<file path="config.mk">
export PLATFORM = sky130hd
export DESIGN_NAME = two_level_priority_interrupt_ctrl
export DESIGN_NICKNAME = d
export VERILOG_FILES = /design/src/shared/irq_ctrl_pkg.sv /design/src/core/two_level_priority_interrupt_ctrl.sv
export SDC_FILE = /design/constraint.sdc
export NUM_CORES = 1
export LEC_CHECK = 0
export ABC_CLOCK_PERIOD_IN_PS = 1700
export BUFFER_PORTS_ARGS = -buffer_cell sky130_fd_sc_hd__buf_2
export CORE_ASPECT_RATIO = 0.6
export CORE_MARGIN = 3
export CORE_UTILIZATION = 35
export CTS_BUF_LIST = sky130_fd_sc_hd__clkbuf_4
export CTS_CLUSTER_SIZE = 24
export DETAILED_ROUTE_END_ITERATION = 10
export HOLD_SLACK_MARGIN = 0.08
export PLACE_DENSITY_LB_ADDON = 0.05
export SLEW_MARGIN = 20
export SYNTH_ARGS = -nofsm -noshare
export SYNTH_HDL_FRONTEND = slang
export SYNTH_SLANG_ARGS = --single-unit
</file>
<file path="constraint.sdc">
create_clock -name core_clk_in -period 1.7 [get_ports core_clk_in]
set_input_delay 0.17 -clock core_clk_in [delete_from_list [all_inputs] [get_ports core_clk_in]]
set_output_delay 0.17 -clock core_clk_in [all_outputs]
set_load 0.05 [all_outputs]
</file>
<file path="src/shared/irq_ctrl_pkg.sv">
package irq_ctrl_pkg;
    // register byte offsets on the bus
    localparam logic [4:0] OFS_MAIN = 5'h00;
    localparam logic [4:0] OFS_EDGES = 5'h04;
    localparam logic [4:0] OFS_EXT = 5'h08;
    localparam logic [4:0] OFS_RESET_CTL = 5'h0C;
    localparam logic [4:0] OFS_STATUS = 5'h10;
    // values after reset
    localparam logic [7:0] RST_MAIN = 8'h00;
    localparam logic [7:0] RST_EDGES = 8'hF5;
    localparam logic [7:0] RST_EXT = 8'hC0;
    // implemented bits, the rest read zero
    localparam logic [7:0] MASK_EDGES = 8'hF5;
    localparam logic [7:0] MASK_EXT = 8'hDB;
    // field positions in the main register
    localparam int B_HIGH_EN = 7;
    localparam int B_LOW_EN = 6;
    localparam int B_T0_EN = 5;
    localparam int B_E0_EN = 4;
    localparam int B_PC_EN = 3;
    localparam int B_T0_FLAG = 2;
    localparam int B_E0_FLAG = 1;
    localparam int B_PC_FLAG = 0;
    // field positions in the edge/priority register
    localparam int B_PULLUP_DIS = 7;
    localparam int B_E0_EDGE = 6;
    localparam int B_E1_EDGE = 5;
    localparam int B_E2_EDGE = 4;
    localparam int B_T0_PRIO = 2;
    localparam int B_PC_PRIO = 0;
    // field positions in the external pin register
    localparam int B_E2_PRIO = 7;
    localparam int B_E1_PRIO = 6;
    localparam int B_E2_EN = 4;
    localparam int B_E1_EN = 3;
    localparam int B_E2_FLAG = 1;
    localparam int B_E1_FLAG = 0;
    // priority mode bit in the reset control register
    localparam int B_PRIO_MODE = 7;
    // program counter width and vectors
    localparam int PC_W = 21;
    localparam logic [20:0] VEC_HIGH = 21'h000008;
    localparam logic [20:0] VEC_LOW = 21'h000018;
    // core clocks per instruction cycle
    localparam int CLKS_PER_INSTR = 4;
    localparam int PRIME_CYCLES = 3;
    // vectoring sequence states
    typedef enum logic [1:0] {
        ST_IDLE = 2'b00,
        ST_PUSH = 2'b01,
        ST_LOAD = 2'b10
    } vec_state_type;
endpackage

</file>
<file path="src/core/two_level_priority_interrupt_ctrl.sv">
`timescale 1ns/10ps
// Overview of operation
// - high vector 000008h, low vector 000018h
// - high pre-empts low, never the reverse
// - each source has flag, enable, priority; pin 0 always high
// - priority mode only while its bit set
// - bit7 gates high, bit6 gates low
// - flag, enable, global enable all set vectors
// - compatibility mode: one vector, bit6 peripherals
// - accepting clears the admitting global enable
// - push return address, load vector
// - return instruction sets that enable again
// - pin events vector within three-four cycles
// - flags set regardless of any enable
// - main bit7 disables all, enables high
// - main bit6 enables peripherals or low
// - main bits 5..0 enables and flags
// - port change flag follows pin mismatch
// - edge select bits, 1 rising, 0 falling
// - timer and port change priority bits
// - pull-up disable bit overrides port latches
// - ext pins 1, 2 priority, enable, flag
// - unimplemented positions always read zero
module two_level_priority_interrupt_ctrl
    import irq_ctrl_pkg::*;
#(
    parameter int PERIPH_N = 4
) (
    input wire logic core_clk_in,
    input wire logic arst_n_in,
    input wire logic [4:0] avs_address_in,
    input wire logic avs_read_in,
    input wire logic avs_write_in,
    input wire logic [31:0] avs_writedata_in,
    input wire logic [3:0] avs_byteenable_in,
    output logic [31:0] avs_readdata_out,
    output logic avs_waitrequest_out,
    input wire logic timer0_overflow_in,
    input wire logic [2:0] ext_pin_in,
    input wire logic [3:0] upper_four_port_pins_in,
    input wire logic port_read_in,
    input wire logic [PERIPH_N-1:0] periph_req_in,
    input wire logic [PERIPH_N-1:0] periph_prio_in,
    input wire logic [7:0] port_latch_in,
    output logic [7:0] pullup_en_out,
    input wire logic [PC_W-1:0] return_addr_in,
    input wire logic return_from_irq_instr_in,
    output logic stack_push_out,
    output logic [PC_W-1:0] stack_data_out,
    output logic pc_load_out,
    output logic [PC_W-1:0] pc_vector_out
);
    // register state
    logic [7:0] interrupt_control_main;
    logic [7:0] interrupt_control_edges_priority;
    logic [7:0] interrupt_control_external_pins;
    logic priority_mode_on;
    logic [7:0] next_main;
    logic [7:0] next_ext;
    // bus wait state, one per access
    logic ack;
    // pin synchronisers and edge history
    logic [2:0] ext_s1;
    logic [2:0] ext_s2;
    logic [2:0] ext_d;
    logic [3:0] chg_s1;
    logic [3:0] chg_s2;
    logic [3:0] chg_ref;
    logic [1:0] prime_cnt;
    // instruction cycle divider
    logic [1:0] div_cnt;
    // vectoring sequence
    vec_state_type state;
    vec_state_type next_state;
    logic take_high;
    logic hi_srv;
    logic lo_srv;

    // bus decode: one wait cycle, then the edge that completes
    wire req_any = avs_read_in | avs_write_in;
    wire wr_take = avs_write_in & ack;
    wire lane0 = avs_byteenable_in[0];
    wire sel_main = avs_address_in == OFS_MAIN;
    wire sel_edges = avs_address_in == OFS_EDGES;
    wire sel_ext = avs_address_in == OFS_EXT;
    wire sel_rctl = avs_address_in == OFS_RESET_CTL;
    wire sel_stat = avs_address_in == OFS_STATUS;
    wire wr_main = wr_take & lane0 & sel_main;
    wire wr_edges = wr_take & lane0 & sel_edges;
    wire wr_ext = wr_take & lane0 & sel_ext;
    wire wr_rctl = wr_take & lane0 & sel_rctl;
    wire [7:0] wdata = avs_writedata_in[7:0];
    assign avs_waitrequest_out = req_any & ~ack;

    // read mux; unmapped addresses read zero
    wire [7:0] rd_edges = interrupt_control_edges_priority & MASK_EDGES;
    wire [7:0] rd_ext = interrupt_control_external_pins & MASK_EXT;
    wire [7:0] rd_rctl = {priority_mode_on, 7'h00};
    wire [7:0] rd_stat = {5'h00, state != ST_IDLE, lo_srv, hi_srv};
    wire [7:0] rd_mux = sel_main ? interrupt_control_main :
                        sel_edges ? rd_edges :
                        sel_ext ? rd_ext :
                        sel_rctl ? rd_rctl :
                        sel_stat ? rd_stat : 8'h00;

    // instruction tick from the core clock
    wire instr_tick = div_cnt == 2'(CLKS_PER_INSTR - 1);

    // external pin edges after synchronising
    wire [2:0] rise = ext_s2 & ~ext_d;
    wire [2:0] fall = ~ext_s2 & ext_d;
    wire [2:0] edge_sel = {interrupt_control_edges_priority[B_E2_EDGE],
                           interrupt_control_edges_priority[B_E1_EDGE],
                           interrupt_control_edges_priority[B_E0_EDGE]};
    wire [2:0] ext_evt = (edge_sel & rise) | (~edge_sel & fall);

    // mismatch against the value last read keeps setting the flag; mute while priming
    wire chg_evt = (chg_s2 != chg_ref) & (prime_cnt == 2'(PRIME_CYCLES));
    wire ref_load = port_read_in | (prime_cnt != 2'(PRIME_CYCLES));

    // per-source flag, enable and priority, order t0,e0,pc,e1,e2
    wire [4:0] src_flag = {interrupt_control_external_pins[B_E2_FLAG],
                           interrupt_control_external_pins[B_E1_FLAG],
                           interrupt_control_main[B_PC_FLAG],
                           interrupt_control_main[B_E0_FLAG],
                           interrupt_control_main[B_T0_FLAG]};
    wire [4:0] src_en = {interrupt_control_external_pins[B_E2_EN],
                         interrupt_control_external_pins[B_E1_EN],
                         interrupt_control_main[B_PC_EN],
                         interrupt_control_main[B_E0_EN],
                         interrupt_control_main[B_T0_EN]};
    // pin 0 has no priority bit and counts as high
    wire [4:0] src_prio = {interrupt_control_external_pins[B_E2_PRIO],
                           interrupt_control_external_pins[B_E1_PRIO],
                           interrupt_control_edges_priority[B_PC_PRIO],
                           1'b1,
                           interrupt_control_edges_priority[B_T0_PRIO]};
    wire [4:0] src_act = src_flag & src_en;

    // global gates
    wire en_hi = interrupt_control_main[B_HIGH_EN];
    wire en_lo = interrupt_control_main[B_LOW_EN];

    // compatibility: bit7 gates all, bit6 the peripherals too
    wire compat_req = en_hi & ((|src_act) | (en_lo & (|periph_req_in)));
    // priority mode: bit7 gates high; low also needs bit7 off-gate
    wire prio_hi = (|(src_act & src_prio)) | (|(periph_req_in & periph_prio_in));
    wire prio_lo = (|(src_act & ~src_prio)) | (|(periph_req_in & ~periph_prio_in));
    wire req_hi = priority_mode_on ? en_hi & prio_hi : compat_req;
    // low is gated by bit7 too, so it never breaks into a high routine
    wire req_lo = priority_mode_on & en_hi & en_lo & prio_lo;
    wire accept = (state == ST_IDLE) & instr_tick & (req_hi | req_lo);
    wire accept_hi = req_hi;
    // enable cleared on entry: high or single enable, else low
    wire clr_low = priority_mode_on & ~accept_hi;
    // return: innermost level first
    wire ret_low = priority_mode_on & ~hi_srv & lo_srv;

    // main register next value; hardware set wins over software clear
    always_comb begin
        next_main = interrupt_control_main;
        if (wr_main) begin
            next_main = wdata;
        end
        if (accept) begin
            next_main[clr_low ? B_LOW_EN : B_HIGH_EN] = 1'b0;
        end
        if (return_from_irq_instr_in) begin
            next_main[ret_low ? B_LOW_EN : B_HIGH_EN] = 1'b1;
        end
        // flags set whatever the enables say
        next_main[B_T0_FLAG] = next_main[B_T0_FLAG] | timer0_overflow_in;
        next_main[B_E0_FLAG] = next_main[B_E0_FLAG] | ext_evt[0];
        next_main[B_PC_FLAG] = next_main[B_PC_FLAG] | chg_evt;
    end

    // external pin register next value
    always_comb begin
        next_ext = interrupt_control_external_pins;
        if (wr_ext) begin
            next_ext = wdata & MASK_EXT;
        end
        next_ext[B_E1_FLAG] = next_ext[B_E1_FLAG] | ext_evt[1];
        next_ext[B_E2_FLAG] = next_ext[B_E2_FLAG] | ext_evt[2];
    end

    // vectoring steps advance one per instruction cycle
    always_comb begin
        next_state = state;
        case (state)
            ST_IDLE: begin
                if (accept) begin
                    next_state = ST_PUSH;
                end
            end
            ST_PUSH: begin
                if (instr_tick) begin
                    next_state = ST_LOAD;
                end
            end
            ST_LOAD: begin
                if (instr_tick) begin
                    next_state = ST_IDLE;
                end
            end
            default: begin
                next_state = ST_IDLE;
            end
        endcase
    end

    // bus handshake and read data
    always_ff @(posedge core_clk_in or negedge arst_n_in) begin
        if (!arst_n_in) begin
            ack <= 1'b0;
            avs_readdata_out <= 32'h0000_0000;
        end else begin
            ack <= req_any & ~ack;
            // captured in the wait cycle, stands at the completing edge
            if (req_any & ~ack) begin
                avs_readdata_out <= {24'h00_0000, rd_mux};
            end
        end
    end

    // software-visible registers
    always_ff @(posedge core_clk_in or negedge arst_n_in) begin
        if (!arst_n_in) begin
            interrupt_control_main <= RST_MAIN;
            interrupt_control_edges_priority <= RST_EDGES;
            interrupt_control_external_pins <= RST_EXT;
            priority_mode_on <= 1'b0;
        end else begin
            interrupt_control_main <= next_main;
            interrupt_control_external_pins <= next_ext;
            if (wr_edges) begin
                interrupt_control_edges_priority <= wdata & MASK_EDGES;
            end
            if (wr_rctl) begin
                priority_mode_on <= wdata[B_PRIO_MODE];
            end
        end
    end

    // pin synchronisers; first stage feeds only the second
    always_ff @(posedge core_clk_in or negedge arst_n_in) begin
        if (!arst_n_in) begin
            ext_s1 <= 3'h0;
            ext_s2 <= 3'h0;
            ext_d <= 3'h0;
            chg_s1 <= 4'h0;
            chg_s2 <= 4'h0;
        end else begin
            ext_s1 <= ext_pin_in;
            ext_s2 <= ext_s1;
            ext_d <= ext_s2;
            chg_s1 <= upper_four_port_pins_in;
            chg_s2 <= chg_s1;
        end
    end

    // port reference: primed after reset so idle pins raise nothing
    always_ff @(posedge core_clk_in or negedge arst_n_in) begin
        if (!arst_n_in) begin
            chg_ref <= 4'h0;
            prime_cnt <= 2'h0;
        end else begin
            if (prime_cnt != 2'(PRIME_CYCLES)) begin
                prime_cnt <= prime_cnt + 2'h1;
            end
            if (ref_load) begin
                chg_ref <= chg_s2;
            end
        end
    end

    // instruction cycle divider
    always_ff @(posedge core_clk_in or negedge arst_n_in) begin
        if (!arst_n_in) begin
            div_cnt <= 2'h0;
        end else begin
            div_cnt <= instr_tick ? 2'h0 : div_cnt + 2'h1;
        end
    end

    // vectoring sequence and in-service levels
    always_ff @(posedge core_clk_in or negedge arst_n_in) begin
        if (!arst_n_in) begin
            state <= ST_IDLE;
            take_high <= 1'b0;
            hi_srv <= 1'b0;
            lo_srv <= 1'b0;
        end else begin
            state <= next_state;
            if (accept) begin
                take_high <= accept_hi;
            end
            // level tracking lets the return re-open the right enable
            if (accept & accept_hi) begin
                hi_srv <= 1'b1;
            end else if (return_from_irq_instr_in & ~ret_low) begin
                hi_srv <= 1'b0;
            end
            if (accept & ~accept_hi) begin
                lo_srv <= 1'b1;
            end else if (return_from_irq_instr_in & ret_low) begin
                lo_srv <= 1'b0;
            end
        end
    end

    // core side: push then load, each a one-cycle pulse
    always_ff @(posedge core_clk_in or negedge arst_n_in) begin
        if (!arst_n_in) begin
            stack_push_out <= 1'b0;
            stack_data_out <= '0;
            pc_load_out <= 1'b0;
            pc_vector_out <= '0;
        end else begin
            stack_push_out <= (state == ST_PUSH) & instr_tick;
            pc_load_out <= (state == ST_LOAD) & instr_tick;
            if ((state == ST_PUSH) & instr_tick) begin
                stack_data_out <= return_addr_in;
            end
            if ((state == ST_LOAD) & instr_tick) begin
                // compatibility mode always takes the high vector
                pc_vector_out <= take_high ? VEC_HIGH : VEC_LOW;
            end
        end
    end

    // pull-ups follow the latches unless disabled
    always_ff @(posedge core_clk_in or negedge arst_n_in) begin
        if (!arst_n_in) begin
            pullup_en_out <= 8'h00;
        end else begin
            pullup_en_out <= interrupt_control_edges_priority[B_PULLUP_DIS] ?
                             8'h00 : port_latch_in;
        end
    end

    // checks
    property p_vec_lvl;
        @(posedge core_clk_in) disable iff (!arst_n_in)
        pc_load_out |-> pc_vector_out == (take_high ? VEC_HIGH : VEC_LOW);
    endproperty
    a_vec_lvl: assert property (p_vec_lvl) else $error("wrong vector");

    property p_compat_vec;
        @(posedge core_clk_in) disable iff (!arst_n_in)
        accept && !priority_mode_on |=> take_high;
    endproperty
    a_compat_vec: assert property (p_compat_vec) else $error("compat low");

    property p_clr_en;
        @(posedge core_clk_in) disable iff (!arst_n_in)
        accept && !wr_main && !return_from_irq_instr_in |=>
            !interrupt_control_main[$past(clr_low) ? B_LOW_EN : B_HIGH_EN];
    endproperty
    a_clr_en: assert property (p_clr_en) else $error("enable kept");

    property p_push_load;
        @(posedge core_clk_in) disable iff (!arst_n_in)
        stack_push_out |-> ##[1:4] pc_load_out;
    endproperty
    a_push_load: assert property (p_push_load) else $error("no load");

    property p_latency;
        @(posedge core_clk_in) disable iff (!arst_n_in)
        accept |-> ##[5:9] pc_load_out;
    endproperty
    a_latency: assert property (p_latency) else $error("late vector");

    property p_flag_set;
        @(posedge core_clk_in) disable iff (!arst_n_in)
        timer0_overflow_in |=> interrupt_control_main[B_T0_FLAG];
    endproperty
    a_flag_set: assert property (p_flag_set) else $error("flag lost");

    property p_no_lo_pre;
        @(posedge core_clk_in) disable iff (!arst_n_in)
        hi_srv && priority_mode_on && !en_hi |-> !accept;
    endproperty
    a_no_lo_pre: assert property (p_no_lo_pre) else $error("low pre-empt");

    property p_ret_set;
        @(posedge core_clk_in) disable iff (!arst_n_in)
        return_from_irq_instr_in && !priority_mode_on && !wr_main && !accept
            |=> interrupt_control_main[B_HIGH_EN];
    endproperty
    a_ret_set: assert property (p_ret_set) else $error("no re-enable");

    property p_pullup;
        @(posedge core_clk_in) disable iff (!arst_n_in)
        interrupt_control_edges_priority[B_PULLUP_DIS] |=> pullup_en_out == 8'h00;
    endproperty
    a_pullup: assert property (p_pullup) else $error("pull-up on");

    c_hi: cover property (@(posedge core_clk_in) accept && accept_hi);
    c_lo: cover property (@(posedge core_clk_in) accept && !accept_hi);
    c_pre: cover property (@(posedge core_clk_in) accept && accept_hi && lo_srv);
endmodule

</file>
==> impl_metrics.tcl <==
set metrics [dict create \
    die_w_um 146 \
    register_area_mm2 0.00234 \
    diodes 0 \
    critPathCapture "avs_waitrequest_out" \
    r2r_end "interrupt_control_main[3]" \
    leakage_nw 2.70 \
    crit_path_max_incr_delay_ps 530 \
    cap_violations 0 \
    drtIter0Drc 107 \
    synthFlopType "dfrtp_1" \
    max_freq_mhz 632 \
    synth_top_family_by_area "simple AND/OR/NAND/NOR gates" \
    initial_core_util_pct 37.2 \
    ir_worst_vdd_v 0.00108 \
    numCtsBuffers 9 \
    first_pass_iters 4 \
    wl_per_cell_um 14.3 \
    finalNonFillerCells 694 \
    final_cell_area_mm2 0.00540 \
    rsz0062_at_grt "false" \
    io_buffers 106 \
    numClockSinks 93 \
    worst_hold_path_type "in2reg" \
    wl_mm 9.94 \
    cp-start-kind "input port" \
    synth_top_cells_by_area "dfrtp_1 (52%), buf_4 (7.9%), nand2_1 (7.8%)" \
    yosys_warnings 0 \
    fin_setup_tns_ps 0 \
    antenna_found_initial 0 \
    rows 29 \
    ys_seq_elements 93 \
    dp_cells 629 \
    via_per_inst 4.41 \
    postLayoutCoreUtil_pct 49.1 \
    synth_fa_ha_area_share_pct 0.611 \
    clkLatencyLatePin_ps 450 \
    cp_num_cells 5 \
    cts_tree "built" \
    hold_path_depth 4 \
    grt_pass1_vias 3105 \
    synth.top_cells.by_count "dfrtp_1 (85), nand2_1 (85), buf_4 (43), mux2_2 (15)" \
    r2r_start "ack" \
    finalHoldViolCount 0 \
    synth_mux_area_share_pct 8.95 \
    slowest_stage "dlygate4sd3_1" \
    synthCells 363 \
    hpwlAfterDp_mm 7.28 \
    antenna_left 0 \
    grt_use_total_pct 15.5 \
    synth-edff-count 0 \
    worst-path-buf-inv 4 \
    setup_viol 0 \
    die_area_mm2 0.0131 \
    timing.final.crit_period_ps 1580 \
    placed_area_mm2 0.00473 \
    reg2reg_slack_ps 140 \
    syn-cell-area_mm2 0.00409 \
    core_mm2 0.0110 \
    multi_input_area_mm2 0.00153 \
    end_kind "primary output" \
    synth_cell_types 51 \
    synth_xor_area_share_pct 1.07 \
    path_cells "dlygate4sd3_1 -> buf_2 -> o21bai_2 -> inv_1 -> buf_4" \
    layout-drive-gt1-share_pct 31.5 \
    fill_cells 1073 \
    area_growth_pct 31.9 \
    yosys.area.top_type_share_pct 52.0 \
    die_height_um 89.8 \
    syn_area_per_cell_um2 11.3 \
    htreeDepth 3 \
    gp_congestion 0.850 \
    synth-compound-area-share_pct 7.24 \
    tightest_slew_ps 672 \
    cp.required_ps 1530 \
    skew_ps 15.3 \
    grt_overflow 0 \
    ios 177 \
    path_class "in2out" \
    crit_family "buffers and inverters" \
    crit_arrival_ps 1410 \
    p_per_area_mw_per_mm2 1190 \
    grt_start_max_net_pins 53 \
    crit_fanout 8 \
    period_share_pct 93.1 \
    synth_simple_gate_area_share_pct 15.3 \
    outcome "complete, no violations" \
    num_vias 3058 \
    nets 628 \
    yosysSeqAreaShare_pct 57.1 \
    cts_setup_buffers 0 \
    synth-async-reset-ratio_pct 100 \
    yosysTopAreaCell "dfrtp_1" \
    timing.slew.headroom_pct 55.1 \
    reg2reg_depth 4 \
    setup_slack_ps 117 \
    dp_slack_ps 110 \
    clk_pin_slew_ps 150 \
    clockRootBuffer "clkbuf_4" \
    slew_viol_final 0 \
    grt_pass1_wl_mm 16.2 \
    crit_path_start "avs_read_in" \
    cts_buffer_depth 2 \
    drc 0 \
]
logic make-up after synthesis:
logic type               after synthesis
AND/OR/NAND/NOR                      131
buffers and inverters                 58
flip-flops                            93
other                                  1
adder cells (fa/ha/maj)                2
multiplexers                          31
XOR/XNOR                               5
AO/OA/AOI/OAI                         42
where the power goes:
group | switching [mW] | internal (mW) | total [mW]
Sequential | 0.240 | 2.60 | 2.84
Combinational | 1.65 | 0.547 | 2.20
Clock | 0.795 | 0.616 | 1.41
Total | 2.69 | 3.76 | 6.45
area by class of cell:
class / count / area share, %
repair buffers: 169 / 21.2
inverters: 7 / 0.487
well taps: 155 / 3.59
flip-flops and latches: 93 / 43.3
clock buffers: 9 / 1.25
clock inverters: 7 / 1.92
multi-input cells: 254 / 28.3
layer usage:
| layer | routed length [µm] | GRT usage [%] |
|---|---|---|
| met1 | 5000 | 22.8 |
| met2 | 4150 | 22.0 |
| met3 | 661 | 4.72 |
| met4 | 132 | 4.90 |
| met5 | 0 | 0 |
worst min-delay path by stage:
stage                               end         start
floorplan                           ack     arst_n_in
global placement                    ack     arst_n_in
detailed placement                  ack     arst_n_in
CTS                                 ack   avs_read_in
global route                 chg_ref[1]     arst_n_in
finish              avs_readdata_out[0]  avs_write_in
placed cells by master (no fill, tap or decap), drive strengths merged, types with 3 or more instances in the layout:
master,instances
nand2b,6
buf,120
o21ai,11
a22o,6
a21o,3
xor2,4
mux2,20
o211ai,3
nand3,9
mux2i,10
conb,43
clkbuf,9
inv,10
dfrtp,85
nand4,3
dfstp,8
dlygate4sd3,49
nand2,85
nor2b,10
nor2,7
through the flow:
stage | power [mW] | hold slack (ps)
floorplan | 4.48 | -126
finish | 6.45 | 123
global route | 6.83 | 124
global placement | 4.97 | 99.9
CTS | 6.54 | 95.8
detailed placement | 5.00 | 103
sequential cells by signal, summed over array words and instances (netlist names), 2 cells and up:
signal / flops
chg_s2: 4
chg_s1: 4
stack_data_out: 21
interrupt_control_edges_priority: 6
state: 2
chg_ref: 4
ext_d: 3
avs_readdata_out: 8
interrupt_control_main: 8
pc_vector_out: 2
ext_s2: 3
ext_s1: 3
interrupt_control_external_pins: 6
div_cnt: 2
prime_cnt: 2
pullup_en_out: 8
worst reg2reg max path, cell delays in order, from the launching register on:
cell     delay [ps]
dfrtp_1         360
and3_1          280
and3b_1         310
buf_4           190
mux2_2          330
repair_timing:
action / 4_1_cts / 5_1_grt
endpoints found under the hold margin: 145 / 1
endpoints found under the setup margin: 1 / 3
hold buffers: 47 / 2
resized for setup: 1 / 2
Note: power is estimated with default switching activity, not from simulation.
